--- src/pkg/sfr_pkg.sv ---
`default_nettype none
// ==========================================================
// shared constants and types of the fast read sequencer
package sfr_pkg;
  // register byte offsets
  localparam logic [3:0] OFF_CTRL   = 4'h0;  // mode and gate bits
  localparam logic [3:0] OFF_RPARAM = 4'h4;  // read parameter bits
  localparam logic [3:0] OFF_STAT   = 4'h8;  // sequencer state
  localparam logic [3:0] OFF_ADDR   = 4'hc;  // running address
  // control field positions
  localparam int CB_FOUR  = 0;  // four_wire_instruction_mode
  localparam int CB_ADDR4 = 1;  // four-byte address mode
  localparam int CB_QE    = 2;  // quad_lines_enable_bit
  localparam int CB_BUSY  = 3;  // program or erase running
  localparam int CB_RST   = 4;  // reset instruction, write one
  localparam int RP_LO    = 4;  // read parameter field low bit
  localparam int ST_OPC   = 8;  // status: last opcode low bit
  localparam int ST_CONT  = 4;  // status: opcode skip armed
  // opcodes
  localparam logic [7:0] OP_FAST   = 8'h0b;
  localparam logic [7:0] OP_FAST4  = 8'h0c;
  localparam logic [7:0] OP_DOUT   = 8'h3b;
  localparam logic [7:0] OP_DOUT4  = 8'h3c;
  localparam logic [7:0] OP_QOUT   = 8'h6b;
  localparam logic [7:0] OP_QOUT4  = 8'h6c;
  localparam logic [7:0] OP_DIO    = 8'hbb;
  localparam logic [7:0] OP_DIO4   = 8'hbc;
  localparam logic [7:0] OP_QIO    = 8'heb;
  // line counts, bit counts and clock figures
  localparam logic [2:0] LN1 = 3'h1;
  localparam logic [2:0] LN2 = 3'h2;
  localparam logic [2:0] LN4 = 3'h4;
  localparam logic [5:0] BITS24 = 6'h18;
  localparam logic [5:0] BITS32 = 6'h20;
  localparam logic [5:0] BYTE_BITS = 6'h08;
  localparam logic [3:0] DUMMY_STD = 4'h8;   // single-wire reads
  localparam logic [3:0] DUMMY_QIO = 4'h4;   // quad I/O, single-wire
  localparam logic [3:0] MODE_CLK4 = 4'h2;   // mode byte on four lines
  localparam logic [1:0] RP_RESET  = 2'h0;   // two dummy clocks
  localparam logic [1:0] SKIP_CODE = 2'h2;   // mode bits 5:4 = 10
  localparam int MB_SKIP = 4;                // opcode_skip_select_bits
  // sequencer states
  typedef enum logic [2:0] {
    SFR_IDLE, SFR_OPC, SFR_ADDR, SFR_MODE,
    SFR_DUMMY, SFR_DATA, SFR_IGNORE
  } sfr_state_e;
  // decoded command
  typedef struct packed {
    logic       ok;       // opcode accepted
    logic [2:0] lines_a;  // lines for address and mode
    logic [2:0] lines_d;  // lines for data
    logic       a32;      // fixed 32-bit address
    logic       mode;     // carries continuous_read_mode_bits
    logic [3:0] dummy;    // dummy clocks
  } sfr_cmd_s;
  // link pins toward the host
  typedef struct packed {
    logic [3:0] io_out;   // driven line values
    logic [3:0] io_oe_n;  // low while driving
  } sfr_pins_s;
endpackage : sfr_pkg
`default_nettype wire

--- src/hdl/sfr_top.sv ---
// Operation
// - four-wire dummy 2/4/6/8 from parameter bits
// - dummy count two after reset
// - 0Ch single-wire: fast read, 32-bit address
// - 0Ch four-wire means burst wrap, not here
// - 3Bh: one-line address, eight dummies, dual data
// - dummy clocks ignore lines; host releases IO0
// - 3Ch single-wire only, dual, 32-bit address
// - 6Bh needs quad enable; data on four lines
// - quad output: eight dummies after address
// - 6Ch single-wire only, quad, 32-bit address
// - BBh: address and data on two lines
// - eight mode bits; low nibble ignored
// - dual I/O mode 10: next cycle skips opcode
// - other mode values: next cycle needs opcode
// - BCh single-wire only, dual I/O, 32-bit
// - EBh quad lines, four dummies single-wire
// - quad I/O only with quad enable set, except with the opcode skip armed
// - quad I/O mode 10: next cycle skips opcode
// - shared opcodes follow current address mode
// - four-wire mode bits count as dummies
// - reads ignored while busy, except with the opcode skip armed
`timescale 1ns/1ps
`default_nettype none
module sfr_top (
  input  wire logic              clk_sys,      // 10 MHz
  input  wire logic              arst_n,       // async reset
  // avalon-mm slave
  input  wire logic [3:0]        address,      // byte address
  input  wire logic              read,         // read strobe
  input  wire logic              write,        // write strobe
  input  wire logic [31:0]       writedata,    // write data
  output logic      [31:0]       readdata,     // read data
  output logic                   waitrequest,  // stall
  // flash link, from another domain
  input  wire logic              cs_n,         // chip select
  input  wire logic              sclk,         // serial clock
  input  wire logic [3:0]        io_in,        // line levels
  output sfr_pkg::sfr_pins_s     pins,         // drive and enables
  // array read port, same clock
  output logic      [31:0]       mem_addr,     // byte address
  input  wire logic [7:0]        mem_data      // byte at mem_addr
);
  import sfr_pkg::*;

  // ========================================================
  // state
  typedef struct packed {
    sfr_state_e st;        // sequencer state
    logic [1:0] s_cs;      // select synchroniser
    logic [1:0] s_ck;      // clock synchroniser
    logic [3:0] s_io0;     // line synchroniser, first
    logic [3:0] s_io1;     // line synchroniser, second
    logic       ck_d;      // previous clock level
    sfr_cmd_s   cmd;       // command in flight
    logic [5:0] cnt;       // clocks left in phase
    logic [7:0] sh;        // mode or data shifter
    logic [3:0] bcnt;      // data bits left in byte
    logic [31:0] addr;     // running address
    logic [7:0] opc;       // opcode shifter
    logic       cont;      // opcode skip armed
    logic       four;      // four_wire_instruction_mode
    logic       addr4;     // four-byte address mode
    logic       qe;        // quad_lines_enable_bit
    logic       busy;      // write cycle running
    logic [1:0] rparam;    // read parameter bits
    sfr_pins_s  pins;      // link outputs
    logic       ack;       // bus answer
    logic [31:0] rdata;    // bus read data
  } sfr_regs_s;

  sfr_regs_s r;       // registered state
  sfr_regs_s next_r;  // next state

  // ========================================================
  // timing notes
  // every link input passes two flops, so an edge of the
  // serial clock is acted on about three system clocks
  // after it happens; each level of the serial clock must
  // last several system clocks or an edge is lost
  // lines are sampled on the detected rise and outputs move
  // after the detected fall, so new data stands for about
  // half a serial period before the host samples it
  // select high always wins over the sequencer: a frame cut
  // short in any phase leaves the lines released and the
  // next frame starts from idle
  // the opcode skip flag survives select high; only a mode
  // byte other than 10 or the reset bit clears it, so a host
  // that loses track must send the all-ones exit pattern
  // mem_data is used in the cycle that mem_addr points at
  // it, so the array port must answer combinationally
  // a partial byte at select high is simply dropped
  // the bus and the link share one next-state copy; the
  // link is evaluated last, so a skip flag set by a mode
  // byte wins over a reset bit written in the same cycle

  // ========================================================
  // helpers
  // clocks needed to move a bit count over some lines
  function automatic logic [5:0] clocks(input logic [5:0] b,
                                        input logic [2:0] l);
    if (l == LN4) begin
      clocks = b >> 2;
    end else if (l == LN2) begin
      clocks = b >> 1;
    end else begin
      clocks = b;
    end
  endfunction : clocks

  // shift sampled lines into the low end
  function automatic logic [31:0] shin(input logic [31:0] v,
                                       input logic [3:0]  io,
                                       input logic [2:0]  l);
    if (l == LN4) begin
      shin = {v[27:0], io};
    end else if (l == LN2) begin
      shin = {v[29:0], io[1:0]};
    end else begin
      shin = {v[30:0], io[0]};
    end
  endfunction : shin

  // opcode decode for the current wire mode
  function automatic sfr_cmd_s dec(input logic [7:0] op,
                                   input logic       four,
                                   input logic       qe,
                                   input logic [1:0] rp);
    sfr_cmd_s c;
    c = '0;
    if (four) begin
      // only 0Bh and EBh read here; 0Ch is burst wrap
      unique case (op)
        OP_FAST: begin
          c = '{1'b1, LN4, LN4, 1'b0, 1'b0,
                {1'b0, rp, 1'b0} + 4'h2};
        end
        OP_QIO: begin
          c = '{qe, LN4, LN4, 1'b0, 1'b1, 4'h0};
        end
        default: begin
          c = '0;
        end
      endcase
    end else begin
      unique case (op)
        OP_FAST:  c = '{1'b1, LN1, LN1, 1'b0, 1'b0, DUMMY_STD};
        OP_FAST4: c = '{1'b1, LN1, LN1, 1'b1, 1'b0, DUMMY_STD};
        OP_DOUT:  c = '{1'b1, LN1, LN2, 1'b0, 1'b0, DUMMY_STD};
        OP_DOUT4: c = '{1'b1, LN1, LN2, 1'b1, 1'b0, DUMMY_STD};
        OP_QOUT:  c = '{qe, LN1, LN4, 1'b0, 1'b0, DUMMY_STD};
        OP_QOUT4: c = '{qe, LN1, LN4, 1'b1, 1'b0, DUMMY_STD};
        OP_DIO:   c = '{1'b1, LN2, LN2, 1'b0, 1'b1, 4'h0};
        OP_DIO4:  c = '{1'b1, LN2, LN2, 1'b1, 1'b1, 4'h0};
        OP_QIO:   c = '{qe, LN4, LN4, 1'b0, 1'b1, DUMMY_QIO};
        default:  c = '0;
      endcase
    end
    dec = c;
  endfunction : dec

  // address clocks for a command in the current mode
  function automatic logic [5:0] alen(input sfr_cmd_s c,
                                      input logic     a4);
    alen = clocks((c.a32 | a4) ? BITS32 : BITS24, c.lines_a);
  endfunction : alen

  // ========================================================
  // next-state logic
  always_comb begin
    logic       rise;     // sampled rising clock edge
    logic       fall;     // sampled falling clock edge
    logic       cs_hi;    // synchronised select high
    logic [3:0] io;       // synchronised lines
    logic [31:0] w;       // shift scratch
    logic [3:0] dm;       // dummies after mode bits
    logic [7:0] byt;      // byte being sent
    sfr_cmd_s   c;        // decoded opcode
    rise  = 1'b0;
    fall  = 1'b0;
    cs_hi = 1'b0;
    io    = '0;
    w     = '0;
    dm    = '0;
    byt   = '0;
    c     = '0;
    next_r = r;

    // synchronisers: first stage read only by the second
    next_r.s_cs = {r.s_cs[0], cs_n};
    next_r.s_ck = {r.s_ck[0], sclk};
    next_r.s_io0 = io_in;
    next_r.s_io1 = r.s_io0;
    next_r.ck_d = r.s_ck[1];
    rise  = r.s_ck[1] & ~r.ck_d;
    fall  = ~r.s_ck[1] & r.ck_d;
    cs_hi = r.s_cs[1];
    io    = r.s_io1;

    // avalon slave: one wait cycle, answer on the next
    // register map: control, read parameter, status, address;
    // status and running address are read-only
    next_r.ack = (read | write) & ~r.ack;
    // reads captured in the wait cycle, stand at the answer
    if (read & ~r.ack) begin
      next_r.rdata = '0;
      unique case (address)
        OFF_CTRL: begin
          next_r.rdata[CB_FOUR]  = r.four;
          next_r.rdata[CB_ADDR4] = r.addr4;
          next_r.rdata[CB_QE]    = r.qe;
          next_r.rdata[CB_BUSY]  = r.busy;
        end
        OFF_RPARAM: next_r.rdata[RP_LO+:2] = r.rparam;
        OFF_STAT: begin
          next_r.rdata[2:0]       = r.st;
          next_r.rdata[ST_CONT]   = r.cont;
          next_r.rdata[ST_OPC+:8] = r.opc;
        end
        OFF_ADDR: next_r.rdata = r.addr;
        default:  next_r.rdata = '0;  // unmapped reads zero
      endcase
    end
    // writes land only at the edge where waitrequest is low
    if (write & r.ack) begin
      unique case (address)
        OFF_CTRL: begin
          next_r.four  = writedata[CB_FOUR];
          next_r.addr4 = writedata[CB_ADDR4];
          next_r.qe    = writedata[CB_QE];
          next_r.busy  = writedata[CB_BUSY];
          if (writedata[CB_RST]) begin
            next_r.rparam = RP_RESET;
            next_r.cont   = 1'b0;
          end
        end
        OFF_RPARAM: next_r.rparam = writedata[RP_LO+:2];
        default: ;  // read-only or unmapped: ignored
      endcase
    end

    // link sequencer
    if (cs_hi) begin
      // select high ends any read and frees the lines
      next_r.st = SFR_IDLE;
      next_r.pins.io_oe_n = 4'hf;
    end else begin
      unique case (r.st)
        SFR_IDLE: begin
          next_r.addr = '0;
          if (r.cont) begin
            // skip armed: address comes first
            next_r.st  = SFR_ADDR;
            next_r.cnt = alen(r.cmd, r.addr4);
          end else begin
            next_r.st  = SFR_OPC;
            next_r.cnt = clocks(BYTE_BITS, r.four ? LN4 : LN1);
          end
        end
        SFR_OPC: if (rise) begin
          w = shin({24'h0, r.opc}, io, r.four ? LN4 : LN1);
          next_r.opc = w[7:0];
          next_r.cnt = r.cnt - 6'h1;
          if (r.cnt == 6'h1) begin
            c = dec(w[7:0], r.four, r.qe, r.rparam);
            next_r.cmd = c;
            if (!c.ok || r.busy) begin
              next_r.st = SFR_IGNORE;
            end else begin
              next_r.st  = SFR_ADDR;
              next_r.cnt = alen(c, r.addr4);
            end
          end
        end
        SFR_ADDR: if (rise) begin
          next_r.addr = shin(r.addr, io, r.cmd.lines_a);
          next_r.cnt  = r.cnt - 6'h1;
          if (r.cnt == 6'h1) begin
            next_r.bcnt = '0;
            if (r.cmd.mode) begin
              next_r.st  = SFR_MODE;
              next_r.cnt = clocks(BYTE_BITS, r.cmd.lines_a);
            end else if (r.cmd.dummy != 4'h0) begin
              next_r.st  = SFR_DUMMY;
              next_r.cnt = {2'h0, r.cmd.dummy};
            end else begin
              next_r.st = SFR_DATA;
            end
          end
        end
        SFR_MODE: if (rise) begin
          w = shin({24'h0, r.sh}, io, r.cmd.lines_a);
          next_r.sh  = w[7:0];
          next_r.cnt = r.cnt - 6'h1;
          if (r.cnt == 6'h1) begin
            // only bits 5:4 matter; low nibble ignored
            next_r.cont = (w[MB_SKIP+:2] == SKIP_CODE);
            // four-wire: mode clocks are part of the dummies
            dm = r.four ? ({1'b0, r.rparam, 1'b0} + 4'h2 - MODE_CLK4)
                        : r.cmd.dummy;
            if (dm != 4'h0) begin
              next_r.st  = SFR_DUMMY;
              next_r.cnt = {2'h0, dm};
            end else begin
              next_r.st = SFR_DATA;
            end
          end
        end
        SFR_DUMMY: if (rise) begin
          // line values are not looked at here
          next_r.cnt = r.cnt - 6'h1;
          if (r.cnt == 6'h1) begin
            next_r.st = SFR_DATA;
          end
        end
        SFR_DATA: if (fall) begin
          // drive on falling edges, msb first
          byt = (r.bcnt == 4'h0) ? mem_data : r.sh;
          if (r.bcnt == 4'h0) begin
            next_r.addr = r.addr + 32'h1;
            next_r.bcnt = 4'h8 - {1'b0, r.cmd.lines_d};
          end else begin
            next_r.bcnt = r.bcnt - {1'b0, r.cmd.lines_d};
          end
          if (r.cmd.lines_d == LN4) begin
            next_r.pins.io_out  = byt[7:4];
            next_r.pins.io_oe_n = 4'h0;
            next_r.sh = {byt[3:0], 4'h0};
          end else if (r.cmd.lines_d == LN2) begin
            next_r.pins.io_out  = {2'h0, byt[7:6]};
            next_r.pins.io_oe_n = 4'hc;
            next_r.sh = {byt[5:0], 2'h0};
          end else begin
            next_r.pins.io_out  = {2'h0, byt[7], 1'b0};
            next_r.pins.io_oe_n = 4'hd;
            next_r.sh = {byt[6:0], 1'b0};
          end
        end
        SFR_IGNORE: ;  // wait for select to rise
        default: next_r.st = SFR_IDLE;
      endcase
    end
  end

  // ========================================================
  // state register
  always_ff @(posedge clk_sys or negedge arst_n) begin
    if (!arst_n) begin
      // select and serial clock start at their idle high level
      r <= '{st: SFR_IDLE, s_cs: 2'h3, s_ck: 2'h3, ck_d: 1'b1,
             pins: '{4'h0, 4'hf}, rparam: RP_RESET,
             default: '0};
    end else begin
      r <= next_r;
    end
  end

  // ========================================================
  // outputs
  assign readdata    = r.rdata;
  assign waitrequest = (read | write) & ~r.ack;
  assign pins        = r.pins;
  assign mem_addr    = r.addr;

endmodule : sfr_top
`default_nettype wire

--- config.mk ---
export PLATFORM = sky130hd
export DESIGN_NAME = sfr_top
export DESIGN_NICKNAME = d
export VERILOG_FILES = /design/src/pkg/sfr_pkg.sv /design/src/hdl/sfr_top.sv
export SDC_FILE = /design/constraint.sdc
export NUM_CORES = 1
export LEC_CHECK = 0
export BUFFER_PORTS_ARGS = -buffer_cell sky130_fd_sc_hd__buf_2
export CAP_MARGIN = 5
export CORE_ASPECT_RATIO = 2
export CORE_MARGIN = 1.5
export CORE_UTILIZATION = 50
export DETAILED_ROUTE_END_ITERATION = 12
export GPL_TIMING_DRIVEN = 0
export PLACE_DENSITY = 0.78
export SYNTH_ARGS = -nofsm -noshare
export SYNTH_HDL_FRONTEND = slang
export SYNTH_SLANG_ARGS = --single-unit
--- constraint.sdc ---
create_clock -name clk_sys -period 5.35 [get_ports clk_sys]
set_clock_uncertainty 0.1 [all_clocks]
set_input_delay 0.2675 -clock clk_sys [delete_from_list [all_inputs] [get_ports clk_sys]]
set_output_delay 0.2675 -clock clk_sys [all_outputs]
set_load 0.03 [all_outputs]
==> results of run 1 <==
## worst max-delay path: stages, from the launching register on
cell and delay, ns:
dfrtp_1 0.41, nor4_2 0.66, a22oi_1 0.22, a211oi_2 0.84
clkbuf_1 0.53, o21ai_0 0.17, nand2_1 0.10, o21ai_0 0.07
## power breakdown
part           internal [uW]  switching (uW)  leakage (uW)
Sequential              1060            81.3       0.00171
Combinational            215             357       0.00289
Clock                    690             487      0.000277
Total                   1960             926       0.00488
## timing repair
| action | 4_1_cts | 5_1_grt |
|---|---|---|
| hold endpoints to repair | 60 | 0 |
| resized for setup | 0 | 0 |
| hold buffers | 12 | 0 |
## worst paths after layout
check	endpoint	cells past startpoint
setup reg to reg	mem_addr[24]$_DFFE_PN0P_	7
min in group asynchronous	pins[6]$_DFFE_PN0P_	2
hold / removal	r[32]$_DFF_PN0_	3
setup / recovery	mem_addr[24]$_DFFE_PN0P_	7
max in group asynchronous	readdata[20]$_DFFE_PN0P_	3
hold reg to reg	r[121]$_DFF_PN0_	0
## sequential cells by signal, indices dropped and copies added, names as in the netlist
register / count
next_r: 7
pins: 7
readdata: 32
r: 54
mem_addr: 32
## per-stage QoR
step / worst slack, ns / hold WS [ns] / power (uW) / cell area (sq um) / std cells
finish: 2.11 / 0.0364 / 2890 / 10700 / 1483
CTS: 2.15 / 0.000387 / 2890 / 10700 / 1483
global placement: 2.04 / 0.233 / 1700 / 9990 / 1438
detailed placement: 2.14 / 0.171 / 1710 / 10000 / 1439
floorplan: 2.55 / -0.128 / 1520 / 9230 / 1123
global route: 1.95 / 0.0428 / 3000 / 10700 / 1483
## routing by layer
layer / vias to the layer above / share of wire [%]
met2: 497 / 52
li1: 4235 / -
met3: 192 / 5.9
met1: 4356 / 33
met4: 0 / 9.5
met5: - / 0
## area by class of cell
| cell class | count | area (sq um) |
|---|---|---|
| buffer | 168 | 971 |
| clock buffer | 18 | 429 |
| clock inverter | 14 | 154 |
| fill | 1707 | 7490 |
| inverter | 30 | 113 |
| multi-input combinational | 793 | 4830 |
| sequential | 132 | 3310 |
| tap | 216 | 270 |
| timing repair buffer | 112 | 649 |
## layout by cell type, fill, tap and decap left out, types with 6 or more instances in the layout
| master | netlist | routed |
|---|---|---|
| a22oi_1 | 15 | 15 |
| buf_2 | 14 | 112 |
| nand4_1 | 6 | 6 |
| o22ai_1 | 9 | 9 |
| mux2_2 | 11 | 11 |
| a211oi_1 | 23 | 23 |
| buf_4 | 77 | 77 |
| mux2i_1 | 41 | 41 |
| clkbuf_1 | 63 | 64 |
| clkbuf_16 | 0 | 17 |
| nor2_1 | 100 | 100 |
| nor4_1 | 7 | 7 |
| a41oi_1 | 6 | 6 |
| and3_1 | 13 | 13 |
| nor2b_1 | 8 | 8 |
| o211ai_1 | 9 | 9 |
| nor3_1 | 19 | 19 |
| ha_1 | 13 | 13 |
| a21oi_1 | 64 | 64 |
| inv_1 | 27 | 27 |
| o31ai_1 | 6 | 6 |
| dlygate4sd3_1 | 0 | 12 |
| buf_1 | 6 | 6 |
| a21o_1 | 6 | 6 |
| a22o_1 | 15 | 15 |
| nand3_1 | 15 | 15 |
| a31oi_1 | 25 | 25 |
| dfrtp_1 | 124 | 124 |
| nand2_1 | 140 | 140 |
| o21ai_0 | 128 | 128 |
| dfstp_2 | 8 | 8 |
## cells by family after synthesis
kind of cell,Yosys count,synth area share (%)
AOI/OAI and AO/OA,362,25.4
adders and majority gates,15,2.09
xor gates and xnor gates,5,0.475
DFF,132,35.9
buffers and inverters,198,11.7
muxes,53,6.04
and+or+nand+nor,358,18.3
==> flow_metrics.tcl, run 1 <==
set metrics [dict create \
    cts_root_buffer "clkbuf_16" \
    drv_slew 0 \
    grt_busiest_layer "met2" \
    ys.flop_type "dfrtp_1" \
    dieArea_sq_um 19300 \
    synth_area_per_cell_sq_um 8.21 \
    drive_above_1_share_pct 21.9 \
    max-cap-violations 0 \
    finalSetupTns_ns 0 \
    worstPathMaxFanout 10 \
    syn_nets 1191 \
    synth_edf_count 0 \
    h-tree-depth 4 \
    yosys.area.top_type "dfrtp_1" \
    clockBufferDepth 2 \
    slew_headroom_pct 13.4 \
    startpoint "r[89]$_DFFE_PN0P_" \
    grt_pass1_vias 9075 \
    synth_top_area_share_pct 33.6 \
    fin_nets 1322 \
    dp_hpwl_um 23500 \
    portBuffers 99 \
    timing.rr.start "r[89]$_DFFE_PN0P_" \
    die_width_um 99.0 \
    hold_class "in2reg" \
    finalSetupViolations 0 \
    required_ns 5.54 \
    syn-cell-area_sq_um 9230 \
    initial_core_util_pct 50.6 \
    peakVddDrop_v 0.000205 \
    fp-row-count 70 \
    synth_common_cells "nand2_1 (140), o21ai_0 (128), dfrtp_1 (124)" \
    cts_tree "built" \
    async_flop_share_pct 100 \
    rsz0062_at_grt "false" \
    clkSinkCount 132 \
    die_h_um 195 \
    clk_latency_ns 0.43 \
    post-route-drc-count 0 \
    yosys_warnings 0 \
    areaGrowthSynthToFinish_pct 16.3 \
    ys_ff_latch 132 \
    core_area_sq_um 18200 \
    power_density_nw_per_um2 269 \
    viasPerCell 6.26 \
    min_from "write" \
    hold_viol 0 \
    cp-end-kind "register" \
    grt_pass1_wl_um 49000 \
    clk_pin_slew_worst_paths_ns 0.06 \
    ant_nets 0 \
    grt_max_degree 80 \
    gr-usage-met3_pct 4.83 \
    leakagePower_uw 0.00488 \
    via_count 9280 \
    synthTopCellsByArea "dfrtp_1 (34%), o21ai_0 (6.9%), buf_4 (6.3%), nand2_1 (5.7%), mux2i_1 (4.4%)" \
    synthCells 1123 \
    cts_inserted_buffers 17 \
    grt_usage_pct 33.4 \
    tightest_slew_ns 1.28 \
    n_antenna_cell 0 \
    place_congestion 0.973 \
    drt_wl_total_um 31800 \
    first_iter_violations 749 \
    outcome "completed" \
    worstPathArrival_ns 3.43 \
    max_freq_mhz 308 \
    grtUsageMet2_pct 59.2 \
    yosysSeqAreaShare_pct 35.9 \
    post-cts-setup-buffer-count 0 \
    min_period_ns 3.24 \
    crit_type "reg2reg" \
    fin_crit_sh_pct 60.6 \
    drt-wirelength-per-cell_um 21.5 \
    yosysMostFrequentCell "nand2_1" \
    yosysUniqueCellTypes 94 \
    grt_antenna_before_repair 0 \
    grtUsageMet1_pct 33.3 \
    startpoint_type "register" \
    rrSetupSlack_ns 2.11 \
    fin_util_pct 58.9 \
    grt.overflow.total 0 \
    pin_count 127 \
    drtPass1Iterations 6 \
]
(Power assumes the default switching activity.)
==> inputs of run 2 (changes only) <==
--- a/config.mk
+++ b/config.mk
@@ -5,6 +5,7 @@
 export SDC_FILE = /design/constraint.sdc
 export NUM_CORES = 1
 export LEC_CHECK = 0
+export ABC_AREA = 1
 export BUFFER_PORTS_ARGS = -buffer_cell sky130_fd_sc_hd__buf_2
 export CAP_MARGIN = 5
 export CORE_ASPECT_RATIO = 2
==> constraint.sdc (replaced) <==
create_clock -name clk_sys -period 3 [get_ports clk_sys]
set_clock_uncertainty 0.1 [all_clocks]
set_input_delay 0.15 -clock clk_sys [delete_from_list [all_inputs] [get_ports clk_sys]]
set_output_delay 0.15 -clock clk_sys [all_outputs]
set_load 0.03 [all_outputs]
==> run 2 against run 1 <==
- hold slack lost 0.029 ns
- via count grew 2.7%
- core utilization grew 1.6 points
- die area shrank 3.4%
- maximum frequency grew 8.7%
- clock-buffer cell count grew 5
- clock power grew 68%
- non-clock buffer count shrank 33
- critical path type unchanged
==> flow_metrics.tcl, run 2 <==
set metrics [dict create \
    viasPerCell 5.87 \
    top_register "r" \
    synth_common_cells "nand2_1 (279), inv_1 (132), dfrtp_1 (124)" \
    synth_top_family_by_area "simple AND/OR/NAND/NOR gates" \
    portBuffers 100 \
    hold_class "in2reg" \
    yosysSeqAreaShare_pct 37.2 \
    via_count 9534 \
    max-cap-violations 0 \
    fin_crit_sh_pct 99.4 \
    yosys.area.top_type "dfrtp_1" \
    clkSinkCount 132 \
    max_freq_mhz 335 \
    largest_reg_flops 54 \
    clk_latency_ns 0.44 \
    min_period_ns 2.98 \
    synth_top_area_share_pct 34.8 \
    stdcell_count 1624 \
    synthXorXnorAreaFrac_pct 0.590 \
    synth_compound_area_share_pct 20.4 \
    drt-wirelength-per-cell_um 20.2 \
    p_seq_share_pct 31.2 \
    initial_core_util_pct 51.3 \
    power.share.clock_pct 22.7 \
    ant_nets 0 \
    pre_cts_ws_ns -0.179 \
    grt.overflow.total 0 \
    rrSetupSlack_ns 0.02 \
    cp-end-kind "register" \
    power_density_nw_per_um2 830 \
    drv_slew 0 \
    clk_pin_slew_worst_paths_ns 0.06 \
    layout_common_cells "nand2_1 (278), inv_1 (131), dfrtp_1 (124), nor2_1 (108), buf_2 (106)" \
    tightest_slew_ns 1.09 \
    syn_nets 1329 \
    setup_ws_ns 0.0170 \
    yosysUniqueCellTypes 43 \
    leakagePower_uw 0.00488 \
    die_width_um 97.4 \
    syn-cell-area_sq_um 8900 \
    drive_above_1_share_pct 18.3 \
    worstPathMaxFanout 10 \
    slew_headroom_pct 26.5 \
    ys_ff_latch 132 \
    grt_antenna_before_repair 0 \
    crit_type "reg2reg" \
    muxShareOfSynthArea_pct 0.112 \
    fin_nets 1469 \
    grt_pass1_wl_um 50300 \
    pin_count 127 \
    synth-simple-area-share_pct 24.7 \
    ys.flop_type "dfrtp_1" \
    synthTopCellsByArea "dfrtp_1 (35%), nand2_1 (12%), buf_4 (6.2%), inv_1 (5.6%), o21ai_0 (5.5%)" \
    grt_max_degree 82 \
    cts_inserted_buffers 17 \
    drtPass1Iterations 5 \
    worstPathArrival_ns 3.26 \
    rsz0062_at_grt "false" \
    p_comb_share_pct 46.1 \
    dp_hpwl_um 25100 \
    grt_usage_pct 35.5 \
    post-route-drc-count 0 \
    hold_viol 0 \
    areaGrowthSynthToFinish_pct 17.9 \
    dieArea_sq_um 18700 \
    synth_fa_ha_area_share_pct 2.05 \
    synth_area_per_cell_sq_um 7.06 \
    place_congestion 0.982 \
    async_flop_share_pct 100 \
    nFillCells 1718 \
    h-tree-depth 4 \
    n_antenna_cell 0 \
    first_iter_violations 599 \
    outcome "completed" \
    fp-row-count 68 \
    intPower_uw 4680 \
    p_sw_uw 4040 \
    grt_pass1_vias 9325 \
    peakVddDrop_v 0.000370 \
    synthCells 1261 \
    switching_share_pct 46.4 \
    startpoint_type "register" \
    synth_edf_count 0 \
    finalSetupViolations 0 \
    required_ns 3.28 \
    yosys_warnings 0 \
    die_h_um 192 \
    clockBufferDepth 2 \
    cts_tree "built" \
    yosysMostFrequentCell "nand2_1" \
    dp_cells 1572 \
    drt_wl_total_um 32800 \
    finalSetupTns_ns 0 \
    final_common_cell "nand2_1" \
    cts_root_buffer "clkbuf_16" \
    core_area_sq_um 17400 \
]
run 2: changes by cell type after synthesis, moves of 20 or more:
cell      before  now
nand3_1       15   73
o21ai_0      128   98
mux2i_1       41    1
o211ai_1       9   36
nand2_1      140  279
inv_1         27  132
a211oi_1      23    1
o22ai_1        9   30
o21ai_1        5   25
run 2: cells by family (layout without fill, tap and decap cells):
family | after synthesis | count (layout)
XOR/XNOR | 6 | 6
AND/OR/NAND/NOR | 519 | 519
flip-flops | 132 | 132
multiplexers | 1 | 1
adder cells (fa/ha/maj) | 14 | 14
AO/OA/AOI/OAI | 310 | 310
buffers and inverters | 279 | 432
run 2: path summary, 6_finish.rpt:
path | startpoint | end | depth (start not counted)
setup / recovery | r[115]$_DFFE_PN0P_ | r[102]$_DFFE_PN0P_ | 8
hold / removal | address[3] | readdata[3]$_DFFE_PN0P_ | 4
setup reg to reg | r[115]$_DFFE_PN0P_ | r[102]$_DFFE_PN0P_ | 8
hold reg to reg | next_r[121]$_DFF_PN0_ | r[121]$_DFF_PN0_ | 0
max in group asynchronous | arst_n | r[116]$_DFFE_PN0P_ | 3
min in group asynchronous | arst_n | r[95]$_DFFE_PN0P_ | 2
run 2: power by group through the flow:
stage | registers (uW) | clock network [uW] | logic [uW]
final | 2720 | 1980 | 4020
after global placement | 2710 | 0 | 3870
after global routing | 2760 | 2050 | 4390
after detailed placement | 2710 | 0 | 3910
after CTS | 2690 | 1990 | 3950
after floorplan | 2530 | 0 | 2850
run 2: area by class of cell:
cell class	instances	area, sq um	share of cell area, %
tap	210	263	2.50
clock inverter	9	80.1	0.763
clock buffer	23	468	4.46
timing repair buffer	121	734	6.99
multi-input combinational	850	4310	41.0
buffer	126	759	7.23
sequential	132	3310	31.6
inverter	153	574	5.47
run 2: per-layer routing:
layer,track usage [%],wire [um]
met5,0,0
met4,32.4,3470
met3,4.77,1750
met2,64.9,17200
met1,33.8,10400
run 2: worst max-delay path, stage by stage (launching register included):
cell      delay [ns]
dfrtp_1         0.40
nor3_2          0.63
clkbuf_1        0.50
clkbuf_1        0.58
ha_1            0.26
o211ai_1        0.12
a21oi_1         0.19
nand2_1         0.08
nand2_1         0.06
run 2: through the flow:
stage	hold slack (ns)	area [sq um]	power (uW)	utilization, %
after floorplan	-0.246	8900	5380	-
after global placement	0.156	9670	6580	55.7
after detailed placement	0.0406	9700	6630	55.9
after CTS	0.00713	10500	8620	60.3
after global routing	0.0761	10500	9190	60.5
final	0.00756	10500	8720	60.5
run 2: repair_timing:
action / in CTS / in global routing
endpoints found under the hold margin: 67 / 0
hold buffers: 20 / 0
setup buffers: 0 / 0
pin swaps: 0 / 0
gates resized for setup: 2 / 11
setup endpoints to repair: 6 / 15
